==> src/shared/sync_link_pkg.sv <==
// Purpose: Constants for the synchronous serial link master.
// Assumes: ref_clk at 125 MHz; registers are 8 bits wide.
// Notes:   Register map and field positions of the controller.
`default_nettype none
package sync_link_pkg;
	localparam int unsigned CLK_PERIOD_NS = 8;
	localparam int unsigned HALF_MIN_NS   = 32;
	localparam int unsigned HALF_DEF_NS   = 64;
	localparam int unsigned HALF_MIN_CYC  = (HALF_MIN_NS + CLK_PERIOD_NS - 1) / CLK_PERIOD_NS;
	localparam int unsigned HALF_DEF_CYC  = HALF_DEF_NS / CLK_PERIOD_NS;

	localparam int unsigned ADDR_W  = 3;
	localparam int unsigned DATA_W  = 8;
	localparam int unsigned WORD_W  = 9;
	localparam int unsigned BITS_W  = 4;

	localparam logic [ADDR_W-1:0] REG_CTRL    = 3'h0;
	localparam logic [ADDR_W-1:0] REG_STATUS  = 3'h1;
	localparam logic [ADDR_W-1:0] REG_TXDATA  = 3'h2;
	localparam logic [ADDR_W-1:0] REG_RXDATA  = 3'h3;
	localparam logic [ADDR_W-1:0] REG_RXCOUNT = 3'h4;
	localparam logic [ADDR_W-1:0] REG_HALF    = 3'h5;

	localparam int unsigned CTRL_EN   = 0;
	localparam int unsigned CTRL_RECV = 1;
	localparam int unsigned CTRL_NINE = 2;
	localparam int unsigned CTRL_TX9  = 3;
	localparam logic [DATA_W-1:0] CTRL_RESET = 8'h00;

	localparam int unsigned ST_BUSY     = 0;
	localparam int unsigned ST_TX_READY = 1;
	localparam int unsigned ST_RX_VALID = 2;
	localparam int unsigned ST_RX9      = 3;

	localparam logic [DATA_W-1:0] HALF_RESET = 8'(HALF_DEF_CYC);
	localparam logic [DATA_W-1:0] HALF_FLOOR = 8'(HALF_MIN_CYC);
	localparam logic [BITS_W-1:0] BITS_EIGHT = 4'h8;
	localparam logic [BITS_W-1:0] BITS_NINE  = 4'h9;
endpackage
`default_nettype wire

==> src/verilog/pair_buffer.sv <==
// Purpose: Two-entry word buffer with valid/ready on both sides.
// Assumes: Single clock domain.
// Notes:   Full shows as in_ready low; a push while full is dropped.
`default_nettype none
module pair_buffer #(
	parameter int unsigned W = 9
) (
	input  wire logic         ref_clk,
	input  wire logic         rstn,
	input  wire logic         in_valid,
	input  wire logic [W-1:0] in_data,
	output logic              in_ready,
	output logic              out_valid,
	output logic      [W-1:0] out_data,
	input  wire logic         out_ready
);
	logic [W-1:0] mem [2];
	logic         wr_ptr;
	logic         rd_ptr;
	logic [1:0]   count;
	logic         push;
	logic         pop;

	assign in_ready  = (count != 2'h2);
	assign out_valid = (count != 2'h0);
	assign out_data  = mem[rd_ptr];
	assign push      = in_valid && in_ready;
	assign pop       = out_valid && out_ready;

	always_ff @(posedge ref_clk or negedge rstn) begin
		if (!rstn) begin
			mem[0] <= '0;
			mem[1] <= '0;
		end else if (push) begin
			mem[wr_ptr] <= in_data;
		end
	end

	always_ff @(posedge ref_clk or negedge rstn) begin
		if (!rstn) begin
			wr_ptr <= 1'b0;
			rd_ptr <= 1'b0;
			count  <= 2'h0;
		end else begin
			if (push)
				wr_ptr <= ~wr_ptr;
			if (pop)
				rd_ptr <= ~rd_ptr;
			if (push && !pop)
				count <= count + 2'h1;
			else if (pop && !push)
				count <= count - 2'h1;
		end
	end
endmodule
`default_nettype wire

==> src/verilog/sync_link_master.sv <==
// Purpose: Master end of a synchronous serial link to a slave port.
// Assumes: ref_clk 125 MHz; the slave is set up for slave mode by its software.
// Notes:   Makes the link clock by a divider; idle low, leading edge rising.
// Operation
// - Slave takes its shift clock from outside; this end makes it.
// - Slave pins are inputs; only this end drives the clock line.
// - Slave transmits only with both receive enables clear; direction chosen here.
// - Interrupt-driven slave transmit needs global, peripheral, transmit enables set.
// - Nine-bit transmit: ninth bit set first, nine bits shift per word.
// - Slave transmit enable set; a low-byte write starts the transfer.
// - Slave enables continuous receive after configuring everything else.
// - Nine-bit receive: ninth bit fetched apart from the low byte.
// - Reading receive data returns oldest word low byte and advances.
// - Overrun cleared by clearing continuous receive or the port enable.
// - Master gives exactly one clock cycle per data bit.
// - Data changes on leading clock edge, sampled on trailing edge.
//
// The strobed register port and the register addresses were decided locally.
`default_nettype none
module sync_link_master
	import sync_link_pkg::*;
(
	input  wire logic              ref_clk,
	input  wire logic              rstn,
	input  wire logic [ADDR_W-1:0] addr,
	input  wire logic [DATA_W-1:0] wdata,
	input  wire logic              wr,
	input  wire logic              rd,
	output logic      [DATA_W-1:0] rdata,
	output logic                   clock_pin_o,
	output logic                   clock_pin_oe,
	input  wire logic              data_pin_i,
	output logic                   data_pin_o,
	output logic                   data_pin_oe
);
	typedef enum logic [1:0] {st_idle, st_high, st_low} link_state_t;

	link_state_t       state;
	logic [DATA_W-1:0] ctrl;
	logic [DATA_W-1:0] half_cfg;
	logic [DATA_W-1:0] half_eff;
	logic [DATA_W-1:0] rx_todo;
	logic [DATA_W-1:0] cnt;
	logic [BITS_W-1:0] bits_left;
	logic [WORD_W-1:0] shift;
	logic              frame_recv;
	logic              frame_nine;
	logic              dt_s1;
	logic              dt_s2;
	logic              dt_s3;
	logic              dt_filt;
	logic              half_done;
	logic              start_tx;
	logic              start_rx;
	logic              trail;
	logic              lead_next;
	logic              frame_end;
	logic              tx_in_ready;
	logic              tx_out_valid;
	logic [WORD_W-1:0] tx_out_data;
	logic              rx_in_ready;
	logic              rx_out_valid;
	logic [WORD_W-1:0] rx_out_data;
	logic [WORD_W-1:0] rx_word;
	logic              rx_pop;
	logic [BITS_W-1:0] lead_cnt;

	// Data pin from the slave crosses into ref_clk; first flop feeds only the second
	always_ff @(posedge ref_clk or negedge rstn) begin
		if (!rstn) begin
			dt_s1   <= 1'b0;
			dt_s2   <= 1'b0;
			dt_s3   <= 1'b0;
			dt_filt <= 1'b0;
		end else begin
			dt_s1 <= data_pin_i;
			dt_s2 <= dt_s1;
			dt_s3 <= dt_s2;
			if (dt_s2 == dt_s3)
				dt_filt <= dt_s3;
		end
	end

	// Too short a half period would outrun the slave's own pin sampling
	assign half_eff  = (half_cfg < HALF_FLOOR) ? HALF_FLOOR : half_cfg;
	assign half_done = (cnt == 8'h00);
	// Clearing the enable aborts a frame, which also lets the slave's overrun be cleared
	assign start_tx  = (state == st_idle) && ctrl[CTRL_EN] && !ctrl[CTRL_RECV]
		&& tx_out_valid;
	assign start_rx  = (state == st_idle) && ctrl[CTRL_EN] && ctrl[CTRL_RECV]
		&& (rx_todo != 8'h00) && rx_in_ready;
	assign trail     = (state == st_high) && half_done;
	assign lead_next = (state == st_low) && half_done && (bits_left != 4'h0);
	assign frame_end = (state == st_low) && half_done && (bits_left == 4'h0);
	assign rx_pop    = rd && (addr == REG_RXDATA) && rx_out_valid;
	// Eight-bit words sit one place high after eight shifts
	assign rx_word   = frame_nine ? shift : {1'b0, shift[WORD_W-1:1]};

	always_ff @(posedge ref_clk or negedge rstn) begin
		if (!rstn) begin
			state     <= st_idle;
			cnt       <= 8'h00;
			bits_left <= 4'h0;
			clock_pin_o <= 1'b0;
		end else if (!ctrl[CTRL_EN]) begin
			state       <= st_idle;
			clock_pin_o <= 1'b0;
		end else begin
			unique case (state)
				st_idle: begin
					if (start_tx || start_rx) begin
						state       <= st_high;
						clock_pin_o <= 1'b1;
						cnt         <= half_eff - 8'h01;
						bits_left   <= (ctrl[CTRL_NINE] ? BITS_NINE : BITS_EIGHT) - 4'h1;
					end
				end
				st_high: begin
					if (half_done) begin
						state       <= st_low;
						clock_pin_o <= 1'b0;
						cnt         <= half_eff - 8'h01;
					end else begin
						cnt <= cnt - 8'h01;
					end
				end
				st_low: begin
					if (frame_end) begin
						state <= st_idle;
					end else if (lead_next) begin
						state       <= st_high;
						clock_pin_o <= 1'b1;
						cnt         <= half_eff - 8'h01;
						bits_left   <= bits_left - 4'h1;
					end else begin
						cnt <= cnt - 8'h01;
					end
				end
			endcase
		end
	end

	always_ff @(posedge ref_clk or negedge rstn) begin
		if (!rstn) begin
			shift      <= '0;
			frame_recv <= 1'b0;
			frame_nine <= 1'b0;
		end else if (start_tx) begin
			shift      <= tx_out_data;
			frame_recv <= 1'b0;
			frame_nine <= ctrl[CTRL_NINE];
		end else if (start_rx) begin
			shift      <= '0;
			frame_recv <= 1'b1;
			frame_nine <= ctrl[CTRL_NINE];
		end else if (trail && frame_recv) begin
			shift <= {dt_filt, shift[WORD_W-1:1]};
		end else if (lead_next && !frame_recv) begin
			shift <= {1'b0, shift[WORD_W-1:1]};
		end
	end

	// Each new bit goes out together with the rising clock, LSB first
	always_ff @(posedge ref_clk or negedge rstn) begin
		if (!rstn)
			data_pin_o <= 1'b0;
		else if (start_tx)
			data_pin_o <= tx_out_data[0];
		else if (lead_next && !frame_recv)
			data_pin_o <= shift[1];
	end

	assign clock_pin_oe = ctrl[CTRL_EN];
	assign data_pin_oe  = (state != st_idle) && !frame_recv;

	pair_buffer #(
		.W(WORD_W)
	) tx_buf (
		.ref_clk   (ref_clk),
		.rstn      (rstn),
		.in_valid  (wr && (addr == REG_TXDATA)),
		.in_data   ({ctrl[CTRL_TX9], wdata}),
		.in_ready  (tx_in_ready),
		.out_valid (tx_out_valid),
		.out_data  (tx_out_data),
		.out_ready (start_tx)
	);

	pair_buffer #(
		.W(WORD_W)
	) rx_buf (
		.ref_clk   (ref_clk),
		.rstn      (rstn),
		.in_valid  (frame_end && frame_recv),
		.in_data   (rx_word),
		.in_ready  (rx_in_ready),
		.out_valid (rx_out_valid),
		.out_data  (rx_out_data),
		.out_ready (rx_pop)
	);

	always_ff @(posedge ref_clk or negedge rstn) begin
		if (!rstn) begin
			ctrl     <= CTRL_RESET;
			half_cfg <= HALF_RESET;
		end else if (wr) begin
			if (addr == REG_CTRL)
				ctrl <= wdata;
			if (addr == REG_HALF)
				half_cfg <= wdata;
		end
	end

	// A new count overrides the word that starts in the same cycle
	always_ff @(posedge ref_clk or negedge rstn) begin
		if (!rstn)
			rx_todo <= 8'h00;
		else if (wr && (addr == REG_RXCOUNT))
			rx_todo <= wdata;
		else if (start_rx)
			rx_todo <= rx_todo - 8'h01;
	end

	always_ff @(posedge ref_clk or negedge rstn) begin
		if (!rstn) begin
			rdata <= 8'h00;
		end else if (rd) begin
			unique case (addr)
				REG_CTRL:    rdata <= ctrl;
				REG_STATUS:  rdata <= {4'h0, rx_out_data[WORD_W-1] && rx_out_valid,
					rx_out_valid, tx_in_ready, state != st_idle};
				REG_TXDATA:  rdata <= 8'h00;
				REG_RXDATA:  rdata <= rx_out_valid ? rx_out_data[DATA_W-1:0] : 8'h00;
				REG_RXCOUNT: rdata <= rx_todo;
				REG_HALF:    rdata <= half_cfg;
				default:     rdata <= 8'h00;
			endcase
		end else begin
			rdata <= 8'h00;
		end
	end

	// Counts rising clock edges in a frame for the checks below
	always_ff @(posedge ref_clk or negedge rstn) begin
		if (!rstn)
			lead_cnt <= 4'h0;
		else if (start_tx || start_rx)
			lead_cnt <= 4'h1;
		else if (lead_next)
			lead_cnt <= lead_cnt + 4'h1;
	end

	property p_clk_idle_low;
		@(posedge ref_clk) disable iff (!rstn)
		(state == st_idle) |-> !clock_pin_o;
	endproperty
	a_clk_idle_low: assert property (p_clk_idle_low) else $error("clock high while idle");

	property p_eight_bits;
		@(posedge ref_clk) disable iff (!rstn)
		(frame_end && !frame_nine) |-> (lead_cnt == 4'h8);
	endproperty
	a_eight_bits: assert property (p_eight_bits) else $error("8-bit frame edge count");

	property p_nine_bits;
		@(posedge ref_clk) disable iff (!rstn)
		(frame_end && frame_nine) |-> (lead_cnt == 4'h9);
	endproperty
	a_nine_bits: assert property (p_nine_bits) else $error("9-bit frame edge count");

	property p_high_width;
		@(posedge ref_clk) disable iff (!rstn)
		$rose(clock_pin_o) |-> (clock_pin_o || !ctrl[CTRL_EN]) [*4];
	endproperty
	a_high_width: assert property (p_high_width) else $error("clock high too short");

	property p_data_steady;
		@(posedge ref_clk) disable iff (!rstn)
		(data_pin_oe && clock_pin_o && $past(clock_pin_o)) |-> $stable(data_pin_o);
	endproperty
	a_data_steady: assert property (p_data_steady) else $error("data moved mid-high");

	property p_tx_start;
		@(posedge ref_clk) disable iff (!rstn)
		(state == st_idle && ctrl[CTRL_EN] && !ctrl[CTRL_RECV] && tx_out_valid)
		|=> (clock_pin_o && data_pin_oe);
	endproperty
	a_tx_start: assert property (p_tx_start) else $error("queued word not started");

	property p_rx_read;
		@(posedge ref_clk) disable iff (!rstn)
		rx_pop |=> (rdata == $past(rx_out_data[DATA_W-1:0]));
	endproperty
	a_rx_read: assert property (p_rx_read) else $error("receive read wrong word");

	property p_rx_ninth;
		@(posedge ref_clk) disable iff (!rstn)
		(rd && addr == REG_STATUS && rx_out_valid)
		|=> (rdata[ST_RX9] == $past(rx_out_data[WORD_W-1]));
	endproperty
	a_rx_ninth: assert property (p_rx_ninth) else $error("ninth bit status wrong");

	property p_no_drive_recv;
		@(posedge ref_clk) disable iff (!rstn)
		(state == st_idle) && ctrl[CTRL_EN] && ctrl[CTRL_RECV] && (rx_todo != 8'h00)
		&& rx_in_ready |=> clock_pin_o && !data_pin_oe;
	endproperty
	a_no_drive_recv: assert property (p_no_drive_recv) else $error("drove data in receive");

	// A full receive buffer must hold the clock still, or the received word is dropped
	property p_rx_stall;
		@(posedge ref_clk) disable iff (!rstn)
		(state == st_idle) && ctrl[CTRL_RECV] && !rx_in_ready |=> !clock_pin_o;
	endproperty
	a_rx_stall: assert property (p_rx_stall) else $error("clocked into full buffer");

	c_tx_frame: cover property (@(posedge ref_clk) disable iff (!rstn)
		frame_end && !frame_recv);
	c_rx_frame: cover property (@(posedge ref_clk) disable iff (!rstn)
		frame_end && frame_recv && frame_nine);
	c_rx_full: cover property (@(posedge ref_clk) disable iff (!rstn)
		!rx_in_ready && ctrl[CTRL_RECV] && (rx_todo != 8'h00));
	c_tx_full: cover property (@(posedge ref_clk) disable iff (!rstn) !tx_in_ready);
endmodule
`default_nettype wire
==> config.mk <==
export PLATFORM = sky130hd
export DESIGN_NAME = sync_link_master
export DESIGN_NICKNAME = d
export VERILOG_FILES = /design/src/shared/sync_link_pkg.sv /design/src/verilog/pair_buffer.sv /design/src/verilog/sync_link_master.sv
export SDC_FILE = /design/constraint.sdc
export NUM_CORES = 1
export LEC_CHECK = 0
export ABC_CLOCK_PERIOD_IN_PS = 4200
export BUFFER_PORTS_ARGS = -buffer_cell sky130_fd_sc_hd__buf_2
export CORE_MARGIN = 10
export CORE_UTILIZATION = 30
export DETAILED_ROUTE_END_ITERATION = 7
export SETUP_SLACK_MARGIN = 0.2
export SYNTH_ARGS = -nofsm -noshare
export SYNTH_HDL_FRONTEND = slang
export SYNTH_SLANG_ARGS = --single-unit
export TNS_END_PERCENT = 100
==> constraint.sdc <==
create_clock -name ref_clk -period 4.2 [get_ports ref_clk]
set_input_delay 0.42 -clock ref_clk [delete_from_list [all_inputs] [get_ports ref_clk]]
set_output_delay 0.42 -clock ref_clk [all_outputs]
set_load 0.02 [all_outputs]
Yosys cells after proc, flatten, opt, wreduce, memory -nomap -nowiden --
Cells that the tools add are included.
Word-level totals: register bits 107, bits in latches 0, memory bits (writable) 0, ROM bits 0, input bits 16, output and inout bits 12, logic and storage cells 181, memories 0
Cells by class: $add $sub $neg 9, multipliers 0, divide/modulo/power cells 0, magnitude comparators 7, eq/ne operators 18, shifts and indexed selects 0, mux-type cells 55, bitwise operators 8, reduce and logical (&&, ||, !) cells 58
Operator list (number):
- 9-bit 2-to-1 mux | 13
- 8-bit 2-to-1 mux | 9
- 8-bit one-hot mux with 5 select lines | 1
- 18-bit bitwise mux | 2
- 1-bit logical AND | 29
- 8-bit one-hot mux with 3 select lines | 1
- 8-bit by 1-bit subtractor with 8-bit output, second input constant | 3
- 9-bit demux with 1-bit select | 2
- 2-bit 2-to-1 mux | 9
- 2-bit nonzero test | 9
- 1-bit 2-to-1 mux | 12
- 4-bit 2-to-1 mux | 3
- 3-bit != test, second input constant | 3
- 2-bit >= comparator, second input constant | 4
- 8-bit logical NOT | 1
- 8-bit by 3-bit < comparator with 1-bit output, second input constant | 1
- 2-bit != test, second input constant | 4
- 1-bit inverter with 2-bit output | 4
- 4-bit one-hot mux with 2 select lines | 1
- 4-bit nonzero test | 2
- 8-bit nonzero test | 1
- 4-bit by 1-bit subtractor with 4-bit output, second input constant | 2
- 3-bit by 2-bit equality test with 1-bit output, second input constant | 2
- 3-bit equality test, second input constant | 2
- other kinds (22) | 35

Depth between registers and ports, before layout --
depth in word-level cells 9, depth in mapped cells 10, mapped depth without buffers 9

Modules after synthesis --
A second synthesis with hierarchy kept.
Unflattened totals: cells, all modules 491, area total of the unflattened synthesis 5801.8 sq um
By module, submodules not included:
- sync_link_master | times used 1, cells each 361, area each 3679.8 sq um, seq. area each 1577.8 sq um
- pair_buffer | times used 2, cells each 65, area each 1061.0 sq um, seq. area each 550.5 sq um

Worst setup path before layout --
OpenSTA, ideal clock, no wires.
kind reg2reg, start point reg half_cfg[4], end point reg cnt[6], setup time 127 ps, arrival time 2206 ps, required time 4073 ps, setup slack 1867 ps, stages on the path, launching flop included 11, buffers on the path 1, period minus slack after synthesis 2333 ps, cells stage by stage dfrtp_1 -> clkbuf_1 -> nor4_1 -> nand2_1 -> nand2_1 -> ha_1 -> or3b_2 -> o31ai_1 -> o21ai_0 -> a21oi_1 -> o22ai_1
Between the ends: cells in the longest elaborated chain, start to end 6, elaborated cells between the ends (all ways) 8, classes of those cells 1 x add/sub; 1 x order compare; 6 x mux
Ends and longest elaborated chain:
- from (decl) | RTL line sync_link_master.sv:40 | logic [DATA_W-1:0] half_cfg;
- from (signal assigned) | RTL line sync_link_master.sv:210 | half_cfg <= wdata;
- 8-bit by 3-bit < comparator with 1-bit output | RTL line sync_link_master.sv:85 | assign half_eff = (half_cfg < HALF_FLOOR) ? HALF_FLOOR : half_cfg;
- 8-bit 2-to-1 mux * | RTL line sync_link_master.sv:85
- 8-bit by 1-bit subtractor with 8-bit output * | RTL line sync_link_master.sv:114, sync_link_master.sv:122, sync_link_master.sv:133
- 8-bit 2-to-1 mux | RTL line sync_link_master.sv:130 | end else if (lead_next) begin
- 8-bit 2-to-1 mux | RTL line sync_link_master.sv:128 | if (frame_end) begin
- 8-bit one-hot mux with 3 select lines * | RTL line sync_link_master.sv:109 | unique case (state)
- to (signal assigned) | RTL line sync_link_master.sv:114 | cnt <= half_eff - 8'h01;
- to (signal assigned) | RTL line sync_link_master.sv:122 | cnt <= half_eff - 8'h01;
- to (signal assigned) | RTL line sync_link_master.sv:133 | cnt <= half_eff - 8'h01;
- to (decl) | RTL line sync_link_master.sv:43 | logic [DATA_W-1:0] cnt;
Every way passes the cells marked *; elsewhere a longest branch is shown, timed or not. The select of a mux whose other input is x is not followed. A chain may end at the register's enable or synchronous reset.

Worst setup path in the final report --
start point reg cnt[0], end point reg rx_buf.mem[7] (netlist bit)
Between the ends: cells in the longest elaborated chain, start to end 5
Ends and longest elaborated chain:
- from (signal assigned) | RTL line sync_link_master.sv:114
- from (signal assigned) | RTL line sync_link_master.sv:122
- from (signal assigned) | RTL line sync_link_master.sv:124 | cnt <= cnt - 8'h01;
- 8-bit logical NOT | RTL line sync_link_master.sv:86 | assign half_done = (cnt == 8'h00);
- 1-bit logical AND (2 in a row) | RTL line sync_link_master.sv:94 | assign frame_end = (state == st_low) && half_done && (bits_left == 4'h0);
- 1-bit logical AND | RTL line sync_link_master.sv:194 | .in_valid (frame_end && frame_recv),
- 1-bit logical AND | RTL line pair_buffer.sv:27 | assign push = in_valid && in_ready;
- to (signal, indexed assignment) | RTL line pair_buffer.sv:35 | mem[wr_ptr] <= in_data;
- to (decl) | RTL line pair_buffer.sv:17 | logic [W-1:0] mem [2];
No other way between the ends.

==> summary.txt <==
Worst setup path
  – CP Class: register to register
  – Delay-heaviest family, CP: simple AND/OR/NAND/NOR gates
  – CP startpoint kind: register
  – Buffers & Inverters on Critical Path: 1
  – Worst-path maximum fanout: 18
  – Max incr delay on CP: approximately 560 ps
  – CP Cell Sequence: inv_1 -> ha_1 -> nor4b_4 -> and2_1 -> nand4_1 -> nand2_1 -> o21ai_0
  – Critical path depth: 7
  – Critical path's slowest cell: nand4_1
  – Worst Path Required: between 4000 and 5000 ps
  – Critical path capture point type: register
  – Worst reg-to-reg path cell count: 7
  – CP arrival: roughly 2800 ps

Clock network
  – CTS tree: yes
  – Post-CTS Repair Setup Buffers: 0
  – Post-cts gate resize count: 0
  – Clk_lat worst skew: between 300 and 400 ps
  – CTS sink count: 107
  – H-tree levels: 3
  – Root Buffer: clkbuf_16
  – Total CTS buffers: 9
  – Quantity of hold-fixing buffers added after cts: 0
  – Reg clk slew, reported paths: 70 ps
  – CTS max path bufs: 2

STA
  – Skew final: 7.166 ps
  – Final hold vios: 0
  – Worst Tran Pin Value: 1230 ps
  – Max-slew violation count: 0
  – Max_slew headroom: 0.1679
  – TNS Setup: 0 ps
  – Period utilisation layout: 0.6160
  – Final Setup Violations: 0
  – Fmax: 0.3866 GHz
  – RSZ-0062 raised after global routing: no
  – Worst hold slack: around 180 ps
  – Post-layout min period: 2587 ps

Synthesis
  – Share of the synthesized area in the top cell type: 0.4701
  – Post-synth top area cell: dfrtp_1
  – Post-synthesis async set-or-reset flop share: 1.000
  – Synth Register Bits: 107
  – Number of synthesized flops with an enable pin: 0
  – Syn nets: 540
  – Top_reg_cell synth: dfrtp_1
  – Ranking of synthesized cells by area: dfrtp_1, mux2_2, mux2i_1
  – Synthesis Warnings: 0
  – Synth cell count leaders: dfrtp_1, nand2_1, mux2_2
  – Sequential area share after synthesis: 0.4747
  – Count leader, synth: dfrtp_1
  – Syn_area_per_cell: 11.00 um2
  – Cell variety after synth: 77
  – Area of the mapped netlist: about 5600 um2
  – Synth Instances: a little over 500

Worst hold path
  – Worst hold stages: 1
  – Hold Path Class: input port to register

Power
  – Cell-internal power: 2451 uW
  – Pwr dens: approximately 630 nW/um2
  – Peak VDD IR: ~0.00023 V
  – Final Power: approximately 4000 uW
  – Sw Share: 0.3815
  – Combinational share of power: 0.356
  – Pleak: ~0.0027 uW
  – Clk pwr share: 0.214
  – Psw: 1512 uW
  – Seq pwr share: 0.430

Floorplanning
  – Initial core utilization: 0.3037
  – Row count: 50
  – Die Y: 157.2 um
  – Io pins: 28
  – Chip Width: 157.2 um
  – Die area: 24,700 um2
  – Core ar.: ~19,000 um2

Route
  – Avg WL per Cell: 17.79 um
  – DRT iter0 DRCs: 296
  – Vias per cell: 5.211
  – DRC violation count after routing: 0
  – First-pass iteration count of the detailed router: 5
  – Vias: 4,002
  – Final ANT Viol Nets: 0
  – Final wirelength: approximately 14 mm

GRT
  – Gr usage total: 0.1145
  – GRT overflow: 0
  – Vias in the first global route: between 4k and 5k
  – Initial antenna violation count: 1
  – Largest net degree at the start of global routing: slightly above 80
  – First-pass GRT wire length: around 22 mm

Place
  – Routability congestion estimate: ~0.83
  – Placed Area: roughly 6000 um2
  – Final HPWL from detailed placement: around 9.9 mm
  – PortBufs: 27

Run
  – Max-cap viol count: 0

Cells and area
  – Share of layout cells above drive strength 1: 0.2120
  – Post-route cell area: 6277 um2
  – # fillers: approximately 1.8k
  – Final layout net count: 556
  – Area grow syn2layout: 11.24%

Status
  – Status: completed
-- flip-flops by register name, indices dropped and copies added (netlist names), 2 cells and up --
register / count
rx_buf.mem: 18
tx_buf.mem: 18
shift: 9
cnt: 8
ctrl: 8
half_cfg: 8
rdata: 8
rx_todo: 8
bits_left: 4
rx_buf.count: 2
state: 2
tx_buf.count: 2
-- cells by family after synthesis --
group	synth area share
buf+inv	0.03148
fa+ha+maj	0.02616
flops	0.4747
compound gates	0.1497
simple gates	0.1330
xor+xnor	0.02794
mux	0.1570
-- power groups by stage --
stage                     Clock (uW)  Combinational, uW  Sequential, uW
after floorplan                    0               1180            1560
after global placement             0               1370            1700
after detailed placement           0               1400            1720
after CTS                        868               1410            1700
after global routing             909               1560            1760
final                            847               1410            1710
-- path summary, 6_finish.rpt --
check / start / endpoint / slack [ps]
worst max-delay path: cnt[0] / rx_buf.mem[7] / 1610
worst max register to register: cnt[0] / rx_buf.mem[7] / 1610
max in group asynchronous: rstn / tx_buf.mem[6] / 2970
worst min register to register: dt_s1 / dt_s2 / 350
worst min-delay path: data_pin_i / dt_s1 / 180
min in group asynchronous: rstn / cnt[7] / 240
-- placed cells by master (no fill, tap or decap), drive strengths merged, types with 10 or more instances in the layout --
cell       n
dfrtp    106
buf       29
ha        11
xor2      11
o2bb2ai   10
o21ai     47
a21oi     11
nand2     47
nor2      34
mux2      45
mux2i     33
inv       20
-- layout make-up --
class	count	area (um2)	share of cell area
Multi-Input combinational cell	364	2793	0.4449
Sequential cell	107	2679	0.4267
Tap cell	234	292.8	0.04664
Clock buffer	9	225.2	0.03588
Timing Repair Buffer	29	152.6	0.02432
Inverter	18	67.56	0.01076
Clock inverter	6	65.06	0.01036
Antenna cell	1	2.502	0.0003986
-- layer usage --
metal,global-route usage,routed length (um),vias up
met5,0,0,-
met4,0.04541,224,0
met3,0.02183,567,12
met2,0.1805,6402,78
met1,0.1515,6466,2012
li1,-,-,1900
-- worst reg2reg max path, delay by kind of cell (launching register included) --
kind	cells	cell delay [ps]
buf+inv	1	100
simple gates	4	1630
flops	1	420
fa+ha+maj	1	200
compound gates	1	100
-- per-stage QoR --
step	util	worst slack [ps]	cells
6_report	0.3378	1613	768
5_1_grt	0.3377	1343	767
4_1_cts	0.3377	1625	767
3_5_place_dp	0.3221	1641	752
3_3_place_gp	0.3221	1709	752
2_1_floorplan	-	1867	513
Note: power is estimated with default switching activity, not from simulation.
